===== src/verilog/obfl_cfg.svh =====
`ifndef OBFL_CFG_SVH
`define OBFL_CFG_SVH
// Boot timing and framing
`define OBFL_STARTUP_CYC  7'd100
`define OBFL_FRAME_BITS   18'd9
`define OBFL_ACK_BYTE     8'h00
`define OBFL_SYNC_BYTE    8'h55
// Boot RAM map
`define OBFL_LOAD_BASE    24'hffe400
`define OBFL_LOAD_LAST    24'hfffb7f
`define OBFL_RSV1_LO      24'hffdc00
`define OBFL_RSV1_HI      24'hffe3ff
`define OBFL_RSV2_LO      24'hfffb80
`define OBFL_RSV2_HI      24'hfffbff
`define OBFL_LEN_RST      16'h1780
// APB map
`define OBFL_A_CTRL       12'h000
`define OBFL_A_STAT       12'h004
`define OBFL_A_BAUD       12'h008
`define OBFL_A_LEN        12'h00c
// Control bit positions
`define OBFL_B_SWE        0
`define OBFL_B_PROG       1
`define OBFL_B_ERASE      2
`endif


===== src/verilog/obfl_pkg.sv =====
package obfl_pkg;
	// Boot sequencer states
	typedef enum logic [3:0] {
		ST_STARTUP = 4'h0,
		ST_MEASURE = 4'h1,
		ST_DIVIDE  = 4'h2,
		ST_ACK     = 4'h3,
		ST_SYNC    = 4'h4,
		ST_CHECK   = 4'h5,
		ST_ERASE   = 4'h6,
		ST_LOAD    = 4'h7,
		ST_BRANCH  = 4'h8,
		ST_RUN     = 4'h9,
		ST_NORMAL  = 4'ha
	} obfl_state_t;
	// Strap pins sampled at reset release
	typedef struct packed {
		logic flash_write_enable_pin;
		logic md2;
		logic md1;
		logic md0;
	} obfl_mode_t;
	// Loaded-program RAM write port
	typedef struct packed {
		logic        we;
		logic [23:0] addr;
		logic [7:0]  data;
	} obfl_ram_t;
endpackage : obfl_pkg


===== src/verilog/obfl_boot.sv =====
// How it works
// [RL1] Boot mode: write enable 1, modes 01x
// [RL2] User program mode: modes 11x, write enable high
// [RL3] Measure low time of repeated zero bytes
// [RL4] Serial framing 8 data, 1 stop, no parity
// [RL5] Send one zero byte after rate found
// [RL6] Host answers 55 hex or resets
// [RL7] Host sends at 4800 or 9600 bps
// [RL8] Adjustment valid for stated clock ranges
// [RL9] Loaded program lands in FFE400 to FFFB7F
// [RL10] Boot-owned RAM kept until branch
// [RL11] Branch to start of loaded area
// [RL12] Rx high at reset; wait 100 states
// [RL13] Erase all flash if not blank
// [RL14] Stop serial, keep divisor, tx high
// [RL15] Exit: reset 20 states, new pins
// [RL16] Watchdog reset leaves boot mode
// [RL17] Board keeps pins steady in boot
// [RL18] No interrupts during program or erase
// [RL19] Flash unreadable while software enable set
// [RL20] Write enable high only when needed
// [RL21] User mode peripherals behave as normal
// [RL22] No program or erase without pin high
// [RL23] Divisor is low period over nine
// [RL24] Load sequentially, branch after count
//
// Implementation choices: the APB register port and the register addresses.
`include "obfl_cfg.svh"
module obfl_boot (
	// Clock and reset
	input  wire logic                pclk,
	input  wire logic                presetn,
	// APB slave
	input  wire logic                psel,
	input  wire logic                penable,
	input  wire logic                pwrite,
	input  wire logic [11:0]         paddr,
	input  wire logic [31:0]         pwdata,
	output logic      [31:0]         prdata,
	output logic                     pready,
	output logic                     pslverr,
	// Board pins
	input  wire obfl_pkg::obfl_mode_t mode_pins,
	input  wire logic                serial_receive_pin,
	output logic                     serial_transmit_pin,
	output logic                     serial_transmit_oe_n,
	// System side
	input  wire logic                wdt_overflow_rst,
	input  wire logic                flash_blank,
	input  wire logic                flash_erase_done,
	output logic                     flash_erase_all,
	output obfl_pkg::obfl_ram_t      ram_wr,
	output logic                     boot_rsv_protect,
	output logic                     branch_go,
	output logic      [23:0]         branch_addr,
	output logic                     boot_mode,
	output logic                     user_program_mode,
	output logic                     single_chip,
	output logic                     prog_enable,
	output logic                     erase_enable,
	output logic                     flash_read_block,
	output logic                     irq_block
);
	obfl_pkg::obfl_state_t state;
	obfl_pkg::obfl_mode_t  mode_m, mode_s;
	logic        rx_m, rx_s, captured;
	logic [6:0]  start_cnt;
	logic [17:0] low_cnt, rem; // RL8
	logic [15:0] divisor, load_len, load_cnt;
	logic [2:0]  ctrl;
	logic        fwe_now;
	// Receiver and transmitter
	logic        rx_en, rx_busy, rx_valid;
	logic [15:0] rx_tmr;
	logic [3:0]  rx_bit;
	logic [7:0]  rx_sh;
	logic        tx_start, tx_busy;
	logic [15:0] tx_tmr;
	logic [3:0]  tx_bit;
	logic [9:0]  tx_sh;

	// True when an address lies in the loaded-program area
	function automatic logic in_load(input logic [23:0] a);
		in_load = (a >= `OBFL_LOAD_BASE) && (a <= `OBFL_LOAD_LAST);
	endfunction : in_load

	// Strap synchroniser runs through reset, so straps are settled at release
	always_ff @(posedge pclk)
	begin
		mode_m <= mode_pins;
		mode_s <= mode_m;
	end

	// Receive synchroniser idles high in reset, like the pulled-up line
	always_ff @(posedge pclk or negedge presetn)
	begin
		if (!presetn)
		begin
			rx_m <= 1'b1;
			rx_s <= 1'b1;
		end
		else
		begin
			rx_m <= serial_receive_pin;
			rx_s <= rx_m;
		end
	end
	assign fwe_now = mode_s.flash_write_enable_pin;

	// Straps caught once after reset release; watchdog clears boot
	always_ff @(posedge pclk or negedge presetn)
	begin
		if (!presetn)
		begin
			captured          <= 1'b0;
			boot_mode         <= 1'b0;
			user_program_mode <= 1'b0;
			single_chip       <= 1'b0;
		end
		else if (wdt_overflow_rst)
			boot_mode <= 1'b0; // RL16
		else if (!captured)
		begin
			captured          <= 1'b1;
			boot_mode         <= mode_s.flash_write_enable_pin & !mode_s.md2 & mode_s.md1; // RL1
			user_program_mode <= mode_s.flash_write_enable_pin & mode_s.md2 & mode_s.md1; // RL2
			single_chip       <= mode_s.md0; // RL1
		end
	end

	// Boot sequencer
	always_ff @(posedge pclk or negedge presetn)
	begin
		if (!presetn)
		begin
			state     <= obfl_pkg::ST_STARTUP;
			start_cnt <= '0;
			low_cnt   <= '0;
			rem       <= '0;
			divisor   <= '0;
			load_cnt  <= '0;
		end
		else if (wdt_overflow_rst)
			state <= obfl_pkg::ST_NORMAL; // RL16
		else
		begin
			case (state)
				obfl_pkg::ST_STARTUP:
					if (start_cnt == `OBFL_STARTUP_CYC - 7'd1)
						state <= boot_mode ? obfl_pkg::ST_MEASURE : obfl_pkg::ST_NORMAL; // RL12 RL21
					else
						start_cnt <= start_cnt + 7'd1;
				obfl_pkg::ST_MEASURE:
					if (!rx_s)
						low_cnt <= low_cnt + 18'd1; // RL3
					else if (low_cnt != '0)
					begin
						rem     <= low_cnt;
						divisor <= '0;
						state   <= obfl_pkg::ST_DIVIDE;
					end
				obfl_pkg::ST_DIVIDE:
					// Repeated subtraction avoids a divider; worst case 29127 subtraction cycles
					if (rem >= `OBFL_FRAME_BITS)
					begin
						rem     <= rem - `OBFL_FRAME_BITS; // RL23
						divisor <= divisor + 16'd1;
					end
					else
						state <= obfl_pkg::ST_ACK;
				obfl_pkg::ST_ACK:
					if (tx_start)
						state <= obfl_pkg::ST_SYNC; // RL5
				obfl_pkg::ST_SYNC:
					if (rx_valid && rx_sh == `OBFL_SYNC_BYTE)
						state <= obfl_pkg::ST_CHECK; // RL6
				obfl_pkg::ST_CHECK:
					state <= flash_blank ? obfl_pkg::ST_LOAD : obfl_pkg::ST_ERASE; // RL13
				obfl_pkg::ST_ERASE:
					if (flash_erase_done)
						state <= obfl_pkg::ST_LOAD;
				obfl_pkg::ST_LOAD:
					if (rx_valid)
					begin
						load_cnt <= load_cnt + 16'd1; // RL24
						if (load_cnt == load_len - 16'd1)
							state <= obfl_pkg::ST_BRANCH;
					end
				obfl_pkg::ST_BRANCH:
					state <= obfl_pkg::ST_RUN; // RL11
				obfl_pkg::ST_RUN:
					state <= obfl_pkg::ST_RUN;
				obfl_pkg::ST_NORMAL:
					state <= obfl_pkg::ST_NORMAL;
				default:
					state <= obfl_pkg::ST_NORMAL;
			endcase
		end
	end

	// Sequencer outputs
	assign tx_start         = (state == obfl_pkg::ST_ACK) && !tx_busy;
	assign rx_en            = (state == obfl_pkg::ST_SYNC) || (state == obfl_pkg::ST_LOAD); // RL14
	assign flash_erase_all  = (state == obfl_pkg::ST_ERASE); // RL13
	assign branch_go        = (state == obfl_pkg::ST_BRANCH); // RL11
	assign branch_addr      = `OBFL_LOAD_BASE; // RL11
	assign boot_rsv_protect = boot_mode && (state != obfl_pkg::ST_RUN); // RL10

	// Loaded bytes go in order from the area base, never outside it
	always_ff @(posedge pclk or negedge presetn)
	begin
		if (!presetn)
			ram_wr <= '0;
		else
		begin
			ram_wr.we   <= (state == obfl_pkg::ST_LOAD) && rx_valid
				&& in_load(`OBFL_LOAD_BASE + {8'h00, load_cnt}); // RL9
			ram_wr.addr <= `OBFL_LOAD_BASE + {8'h00, load_cnt}; // RL24
			ram_wr.data <= rx_sh;
		end
	end

	// Receiver: 8N1, samples mid-bit with the measured divisor
	always_ff @(posedge pclk or negedge presetn)
	begin
		if (!presetn)
		begin
			rx_busy  <= 1'b0;
			rx_valid <= 1'b0;
			rx_tmr   <= '0;
			rx_bit   <= '0;
			rx_sh    <= '0;
		end
		else
		begin
			rx_valid <= 1'b0;
			if (!rx_en)
				rx_busy <= 1'b0;
			else if (!rx_busy)
			begin
				if (!rx_s)
				begin
					rx_busy <= 1'b1;
					rx_tmr  <= {1'b0, divisor[15:1]};
					rx_bit  <= '0;
				end
			end
			else if (rx_tmr != '0)
				rx_tmr <= rx_tmr - 16'd1;
			else
			begin
				rx_tmr <= divisor;
				rx_bit <= rx_bit + 4'd1;
				if (rx_bit == 4'd0 && rx_s)
					rx_busy <= 1'b0; // False start
				else if (rx_bit >= 4'd1 && rx_bit <= 4'd8)
					rx_sh <= {rx_s, rx_sh[7:1]}; // RL4
				else if (rx_bit == 4'd9)
				begin
					rx_busy  <= 1'b0;
					rx_valid <= rx_s; // RL4
				end
			end
		end
	end

	// Transmitter: one frame, then line idles high
	always_ff @(posedge pclk or negedge presetn)
	begin
		if (!presetn)
		begin
			tx_busy <= 1'b0;
			tx_tmr  <= '0;
			tx_bit  <= '0;
			tx_sh   <= '1;
		end
		else if (tx_start)
		begin
			tx_busy <= 1'b1;
			tx_tmr  <= divisor;
			tx_bit  <= '0;
			tx_sh   <= {1'b1, `OBFL_ACK_BYTE, 1'b0}; // RL5
		end
		else if (tx_busy)
		begin
			if (tx_tmr != '0)
				tx_tmr <= tx_tmr - 16'd1;
			else
			begin
				tx_tmr <= divisor;
				tx_sh  <= {1'b1, tx_sh[9:1]};
				tx_bit <= tx_bit + 4'd1;
				if (tx_bit == 4'd9)
					tx_busy <= 1'b0;
			end
		end
	end
	// Serial stopped in RUN: pin held high as output
	assign serial_transmit_pin  = (state == obfl_pkg::ST_RUN) ? 1'b1 : tx_sh[0]; // RL14
	assign serial_transmit_oe_n = 1'b0;

	// Software control and load length
	always_ff @(posedge pclk or negedge presetn)
	begin
		if (!presetn)
		begin
			ctrl     <= '0;
			load_len <= `OBFL_LEN_RST;
		end
		else if (psel && penable && pwrite)
		begin
			if (paddr == `OBFL_A_CTRL)
				ctrl <= pwdata[2:0];
			if (paddr == `OBFL_A_LEN)
				load_len <= pwdata[15:0];
		end
	end
	// Flash gating: pin must be high for any software program or erase
	assign prog_enable      = ctrl[`OBFL_B_PROG] & ctrl[`OBFL_B_SWE] & fwe_now; // RL22
	assign erase_enable     = ctrl[`OBFL_B_ERASE] & ctrl[`OBFL_B_SWE] & fwe_now; // RL22
	assign flash_read_block = ctrl[`OBFL_B_SWE]; // RL19
	assign irq_block        = prog_enable | erase_enable | flash_erase_all; // RL18

	// APB read data latched in setup phase, answered with no wait
	always_ff @(posedge pclk or negedge presetn)
	begin
		if (!presetn)
		begin
			prdata  <= '0;
			pslverr <= 1'b0;
		end
		else if (psel && !penable)
		begin
			pslverr <= 1'b0;
			case (paddr)
				`OBFL_A_CTRL: prdata <= {29'h0, ctrl};
				`OBFL_A_STAT: prdata <= {20'h0, state, 4'h0, single_chip,
					user_program_mode, boot_mode, fwe_now};
				`OBFL_A_BAUD: prdata <= {16'h0, divisor}; // RL14
				`OBFL_A_LEN:  prdata <= {16'h0, load_len};
				default:
				begin
					prdata  <= '0;
					pslverr <= 1'b1;
				end
			endcase
		end
	end
	assign pready = 1'b1;
endmodule : obfl_boot


===== config.mk =====
export PLATFORM = sky130hd
export DESIGN_NAME = obfl_boot
export DESIGN_NICKNAME = d
export VERILOG_FILES = /design/src/verilog/obfl_pkg.sv /design/src/verilog/obfl_boot.sv
export VERILOG_INCLUDE_DIRS = /design/src /design/src/verilog
export SDC_FILE = /design/constraint.sdc
export NUM_CORES = 1
export LEC_CHECK = 0
export BUFFER_PORTS_ARGS = -buffer_cell sky130_fd_sc_hd__clkbuf_2
export CORE_UTILIZATION = 35
export CTS_BUF_LIST = sky130_fd_sc_hd__clkbuf_4 sky130_fd_sc_hd__clkbuf_8
export CTS_CLUSTER_SIZE = 12
export DETAILED_ROUTE_END_ITERATION = 8
export PLACE_DENSITY = 0.65
export RECOVER_POWER = 50
export SYNTH_ARGS = -nofsm -noshare
export SYNTH_HDL_FRONTEND = slang
export SYNTH_SLANG_ARGS = --single-unit
export TNS_END_PERCENT = 1

===== constraint.sdc =====
create_clock -name pclk -period 5.2 [get_ports pclk]
set_input_delay 1.04 -clock pclk [delete_from_list [all_inputs] [get_ports pclk]]
set_output_delay 1.04 -clock pclk [all_outputs]
set_load 0.03 [all_outputs]

==> metrics.txt, run 1 <==
Layout Area Growth over Synthesis=12.3%; Most Used Layer, Global Route=met2; placed insts=1697; initial antenna violation count=0; Mapped Avg Cell Area=9.55 um^2; ys async rst share=0.963; worst path arrival time=2.27 ns; Hold WC Path Type=reg2reg; most frequent cells in the layout=192 x dfrtp_1, 114 x nand2_1, 100 x o21ai_0, 100 x clkbuf_2, 98 x nor2_1; Post-layout nets=1374; Cell Rows=66; Crit. path cell count=4; Synth Cell Area=roughly 12000 um^2; startpoint types=register; largest net degree at the start of global routing=119; post-synthesis mux area share=0.0451; CP max stage delay=0.75 ns; H-tree levels=2; met3 GRT Util=0.0314; fmax=303 MHz; met2 usage=0.270; Worst R2R Setup Slack=2.01 ns; Worst R2R Start=state[0]$_DFFE_PN0P_; Adder-Cell Fraction of Synth Area=0.0245; Crit path max-delay family=simple AND/OR/NAND/NOR gates; slowest CP cell=dfrtp_1; Synth Area in XOR/XNOR=0.0534; CTS tree=built; n_diodes=0; post-synth cell types=85; most common cell after layout, fill and taps aside=dfrtp_1; Final Worst Setup Slack=about 1.9 ns; Worst R2R End=low_cnt[15]$_DFFE_PN0P_; first-pass GRT wire length=45800 um; Hold Path Stages=0; clk buf depth=3; # resized after CTS=0; hold_buf cts=0; crit path time final=~3.3 ns; top-area cell type share of the netlist area=0.413; largest cells by area after synthesis=dfrtp_1 41%, o21ai_0 4.3%, xnor2_1 3.7%, nand2_1 3.7%, dfstp_2 3.6%; Worst Setup EP=irq_block; synth warn=0; vias=9218; CP Class=reg2out; vias per inst=5.22; DR iter-0 viols=603; fin cells=1766; largest family of logic cells by synthesized area=simple AND/OR/NAND/NOR gates; leading area contributor after synthesis=dfrtp_1; CP bufs+invs=1; DP HPWL=a little under 20000 um; compound-gate portion of the synthesized area=0.153; Slew HR=-0.599; flops & latches, synth=216; worst-path cell chain=nor2_1 -> and3_1 -> or3_1 -> clkbuf_2; Core Area=32600 um^2; unrepaired setup endpoints after global routing=no; DR WL/cell=15.9 um; Req. time, crit path=4.16 ns; Sinks on Clock Net=216; Residual DRC=0; Seq/Total Area, Yosys=0.463; Final TNS setup=0 ns; Clock Root Buffer=clkbuf_8; dpl ws=1.72 ns; Setup crit end kind=output port; Power per Cell Area=302 nW/um^2; fin util=0.401; Antenna Violating Nets Remaining=0; Peak VDD IR=0.138 mV; max-cap viol count=1; FF+latch area=5390 um^2; final-report hold violation count=0; Setup Skew=0.0244 ns; met1 Usage GRT=0.222; Gate Count Post-Synth=1219; Final setup viols=0; IO Pins=160; crit share post-route=0.636; starting density of the core=0.357; Total GRT Usage=0.167; port bufs=101; leakage=~0.0058 uW; Final GP Congestion=about 0.82; area of the multi-input gates=5590 um^2; Final Power=approximately 3900 uW; share of cells above drive strength 1=0.199; die area=34000 um^2; Pre-Repair DR Iteration Count=5; Setup crit start=state[0]$_DFFE_PN0P_; status=finished, violations left; Pins Over Slew Limit=91; Routed WL=28000 um; Worst Tran Pin Value=~2.4 ns; top_reg_cell synth=dfrtp_1; Setup Fix Bufs, Post-CTS=0; Worst Path Max Fanout=20; reg2reg path depth=7; Die Wd=184 um; Worst-path clk slew=0.06 ns; worst skew pair latency=~0.54 ns; total CTS buffers=38; die height=around 180 um; failing checks=max-capacitance violations, max-slew violations; vias in the first global route=8730; FILL cells=3180; Synth Area in Simple Gates=0.191; number of flops mapped to enable cells by yosys=0; total gr overflow=0
-- state kept, by name, indices dropped and copies added (netlist names), 8 cells and up --
| signal | cells |
|---|---|
| divisor | 16 |
| ram_wr | 27 |
| low_cnt | 18 |
| tx_sh | 9 |
| tx_tmr | 16 |
| load_cnt | 16 |
| rem | 18 |
| prdata | 16 |
| rx_tmr | 16 |
| rx_sh | 8 |
| load_len | 16 |
-- Yosys cell counts, drive strengths merged, types with 13 or more instances --
cell type / instances
dfrtp: 192
nand2: 115
o21ai: 106
nor2: 99
a21oi: 75
buf: 74
xnor2: 49
clkbuf: 41
nand3: 40
inv: 35
nor3: 31
mux2: 30
nor4: 27
ha: 22
xor2: 22
a22oi: 18
nand4: 18
or3: 18
dfstp: 16
a31oi: 13
nand2b: 13
o31ai: 13
-- worst min path at each step --
stage,start,to
after CTS,mode_m[0]$_DFF_P_,mode_s[0]$_DFF_P_
after global placement,mode_m[2]$_DFF_P_,mode_s[2]$_DFF_P_
after global routing,mode_m[2]$_DFF_P_,mode_s[2]$_DFF_P_
final,mode_m[0]$_DFF_P_,mode_s[0]$_DFF_P_
after floorplan,mode_m[3]$_DFF_P_,fwe_now$_DFF_P_
after detailed placement,mode_m[0]$_DFF_P_,mode_s[0]$_DFF_P_
-- per-stage QoR --
step / hold slack, ns / instance area [um^2]
3_5_place_dp: 0.312 / 12300
6_report: 0.319 / 13100
5_1_grt: 0.332 / 13100
2_1_floorplan: 0.310 / 11800
3_3_place_gp: 0.314 / 12300
4_1_cts: 0.322 / 13100
-- report_power, final --
| part | total, uW | internal (uW) | switching [uW] |
|---|---|---|---|
| combinational | 399 | 140 | 260 |
| sequential | 1890 | 1780 | 104 |
| clock | 1660 | 967 | 688 |
| total | 3940 | 2890 | 1050 |
-- layout make-up --
type | count | area share
Tap cell | 442 | 0.0423
Clock inverter | 2 | 0.00144
Timing Repair Buffer | 111 | 0.0447
Clock buffer | 67 | 0.0615
Multi-Input combinational cell | 893 | 0.428
Inverter | 35 | 0.0101
Sequential cell | 216 | 0.412
-- kinds of logic after synthesis --
logic type	after synthesis
flip-flops	216
AND/OR/NAND/NOR	424
buffers and inverters	150
adder cells (fa/ha/maj)	23
XOR/XNOR	71
AO/OA/AOI/OAI	288
other	2
multiplexers	45
-- metal layers --
layer	vias to the layer above	part of all wire
li1	4419	-
met1	4529	0.46
met2	222	0.46
met3	48	0.049
met4	0	0.027
met5	-	0
No activity file was read; power rests on OpenSTA's default activity.
==> run 2, diff against run 1 <==
--- a/config.mk
+++ b/config.mk
@@ -6,6 +6,7 @@
 export SDC_FILE = /design/constraint.sdc
 export NUM_CORES = 1
 export LEC_CHECK = 0
+export ABC_AREA = 1
 export BUFFER_PORTS_ARGS = -buffer_cell sky130_fd_sc_hd__clkbuf_2
 export CORE_UTILIZATION = 35
 export CTS_BUF_LIST = sky130_fd_sc_hd__clkbuf_4 sky130_fd_sc_hd__clkbuf_8
==> constraint.sdc (replaced) <==
create_clock -name pclk -period 3.05 [get_ports pclk]
set_input_delay 0.61 -clock pclk [delete_from_list [all_inputs] [get_ports pclk]]
set_output_delay 0.61 -clock pclk [all_outputs]
set_load 0.03 [all_outputs]
==> metrics.txt, run 2 <==
Layout Area Growth over Synthesis=13.4% (was 12.3%); unrepaired setup endpoints after global routing=no (unchanged); crit share post-route=0.846; Top reg by flops=ram_wr (unchanged); # resized after CTS=0 (unchanged); Gate Count Post-Synth=1430 (was 1219); Residual DRC=0 (unchanged); Final Worst Setup Slack=0.470 ns (was 1.89 ns); Total GRT Usage=0.169 (was 0.167); worst path arrival time=1.97 ns (was 2.27 ns); Antenna Violating Nets Remaining=0 (unchanged); clk buf depth=3 (unchanged); Slew HR=-0.115 (was -0.599); most frequent cells in the layout=271 x nand2_1, 192 x dfrtp_1, 167 x inv_1 (was 192 x dfrtp_1, 114 x nand2_1, 100 x o21ai_0, 100 x clkbuf_2, 98 x nor2_1); total CTS buffers=40 (was 38); Post-synth top cells=271 x nand2_1, 192 x dfrtp_1, 167 x inv_1 (was 192 x dfrtp_1, 114 x nand2_1, 100 x o21ai_0); Clock Root Buffer=clkbuf_8 (unchanged); Die Wd=188 um (was 184 um); Worst-path clk slew=0.06 ns (about the same); Synth Cell Area=12100 um^2 (was 11600 um^2); vias in the first global route=9472 (was 8730); top-area cell type share of the netlist area=0.398 (was 0.413); final-report hold violation count=0 (unchanged); CTS tree=built (unchanged); leakage=0.00688 uW (was 0.00580 uW); Peak VDD IR=0.311 mV (was 0.138 mV); Sinks on Clock Net=216 (unchanged); Final setup viols=0 (unchanged); most common cell after layout, fill and taps aside=nand2_1 (was dfrtp_1); Worst R2R End=tx_tmr[2]$_DFFE_PN0P_ (was low_cnt[15]$_DFFE_PN0P_); DR iter-0 viols=708 (was 603); Worst Setup EP=flash_erase_all (was irq_block); reg2reg path depth=9 (was 7); number of flops mapped to enable cells by yosys=0 (unchanged); synth warn=0 (unchanged); ys async rst share=0.963 (unchanged); DR WL/cell=14.6 um (was 15.9 um); Post-layout nets=1624 (was 1374); total gr overflow=0 (unchanged); Largest register FFs=27 (unchanged); largest cells by area after synthesis=dfrtp_1 40%, nand2_1 8.4%, inv_1 5.2%, xor2_1 4.6%, nor2_1 3.6% (was dfrtp_1 41%, o21ai_0 4.3%, xnor2_1 3.7%, nand2_1 3.7%, dfstp_2 3.6%); n_diodes=0 (unchanged); FILL cells=3383 (was 3180); Final GP Congestion=0.878 (was 0.825); Setup Fix Bufs, Post-CTS=0 (unchanged); initial antenna violation count=0 (unchanged); H-tree levels=2 (unchanged); first-pass GRT wire length=48500 um (was 45800 um); dpl ws=0.732 ns (was 1.72 ns); Setup crit start=state[1]$_DFFE_PN0P_ (was state[0]$_DFFE_PN0P_); Final TNS setup=0 ns (unchanged); Pre-Repair DR Iteration Count=7 (was 5); starting density of the core=0.358 (was 0.357); flops & latches, synth=216 (unchanged); largest net degree at the start of global routing=69 (was 119); Cell Rows=67 (was 66); vias per inst=4.93 (was 5.22); Pins Over Slew Limit=66 (was 91); Power per Cell Area=441 nW/um^2 (was 302 nW/um^2); Hold WC Path Type=in2reg (was reg2reg); port bufs=101 (unchanged); Req. time, crit path=2.44 ns (was 4.16 ns); Worst Tran Pin Value=1.67 ns (was 2.40 ns); most common cell in the netlist=nand2_1 (was dfrtp_1); share of cells above drive strength 1=0.190 (was 0.199); IO Pins=160 (unchanged); max-cap viol count=1 (unchanged); Worst Path Max Fanout=8 (was 20); Core Area=33700 um^2 (was 32600 um^2); biggest regs=ram_wr (27), low_cnt (18), rem (18) (unchanged); Seq/Total Area, Yosys=0.447 (was 0.463); Mapped Avg Cell Area=8.43 um^2 (was 9.55 um^2); failing checks=max-capacitance violations, max-slew violations (unchanged); Worst R2R Start=state[1]$_DFFE_PN0P_ (was state[0]$_DFFE_PN0P_); vias=9965 (was 9218); hold_buf cts=0 (unchanged); crit path time final=2.58 ns; die area=35200 um^2 (was 34000 um^2); fmax=slightly below 400 MHz; startpoint types=register (unchanged); top_reg_cell synth=dfrtp_1 (unchanged); Worst R2R Setup Slack=0.69 ns (was 2.01 ns); post-synth cell types=66 (was 85); status=finished, violations left (unchanged); die height=188 um (was 184 um); Setup Skew=0.0397 ns (was 0.0244 ns); CP Class=reg2out (unchanged); worst skew pair latency=0.57 ns (was 0.54 ns); Setup crit end kind=output port (unchanged); leading area contributor after synthesis=dfrtp_1 (unchanged); DP HPWL=21200 um (was 19500 um); Routed WL=29500 um (was 28000 um)
==> run 2: critical path: stages (launching register included) <==
cell and delay, ns:
dfrtp_1 0.58, inv_2 0.13, nor2_1 0.15, nand2_1 0.20
inv_1 0.15, clkbuf_2 0.22
==> run 2: worst min-delay path by stage <==
stage                                  endpoint  cells after the start  slack [ns]               from
after floorplan           boot_mode$_DFFE_PN0P_                      0        0.31            presetn
after global placement          fwe_now$_DFF_P_                      0        0.31  mode_m[3]$_DFF_P_
after detailed placement        fwe_now$_DFF_P_                      0        0.32  mode_m[3]$_DFF_P_
after CTS                  ram_wr[21]$_DFF_PN0_                      1        0.04            presetn
after global routing          mode_m[3]$_DFF_P_                      1        0.12       mode_pins[3]
final                         mode_m[3]$_DFF_P_                      1        0.14       mode_pins[3]
==> run 2: metal layers <==
layer	share of wire	vias to the layer above	track usage
met5	0	-	0
met4	0.032	0	0.0650
met3	0.071	67	0.0361
met2	0.45	297	0.259
met1	0.45	4729	0.231
li1	-	4872	-
==> run 2: layout make-up <==
class,instances,area (um^2),share of cell area
Clock buffer,65,776,0.0567
Clock inverter,7,76.3,0.00558
Inverter,191,724,0.0530
Multi-Input combinational cell,983,5550,0.406
Sequential cell,216,5390,0.394
Tap cell,448,561,0.0410
Timing Repair Buffer,113,602,0.0440
==> run 2: report_power, final <==
group | total (uW) | internal, uW | switching (uW)
logic | 192 | 31.8 | 160
clock network | 2960 | 1700 | 1260
registers | 2880 | 2880 | 5.49
==> run 2: cells by family after synthesis <==
family,count (synthesis),synth area share
AO/OA/AOI/OAI,226,0.114
XOR/XNOR,77,0.0559
adder cells (fa/ha/maj),22,0.0228
buffers and inverters,271,0.105
flip-flops,216,0.447
multiplexers,17,0.0177
other,2,0.000623
AND/OR/NAND/NOR,599,0.237
==> run 2: per-stage QoR <==
| stage | power, uW | hold slack [ns] | cells | util | area, um^2 |
|---|---|---|---|---|---|
| after detailed placement | 3130 | 0.315 | 1951 | 0.381 | 12900 |
| after global routing | 6260 | 0.125 | 2023 | 0.406 | 13700 |
| final | 6030 | 0.143 | 2023 | 0.406 | 13700 |
| after floorplan | 3070 | 0.310 | 1470 | - | 12200 |
| after CTS | 6110 | 0.0449 | 2023 | 0.407 | 13700 |
| after global placement | 3130 | 0.313 | 1951 | 0.381 | 12900 |
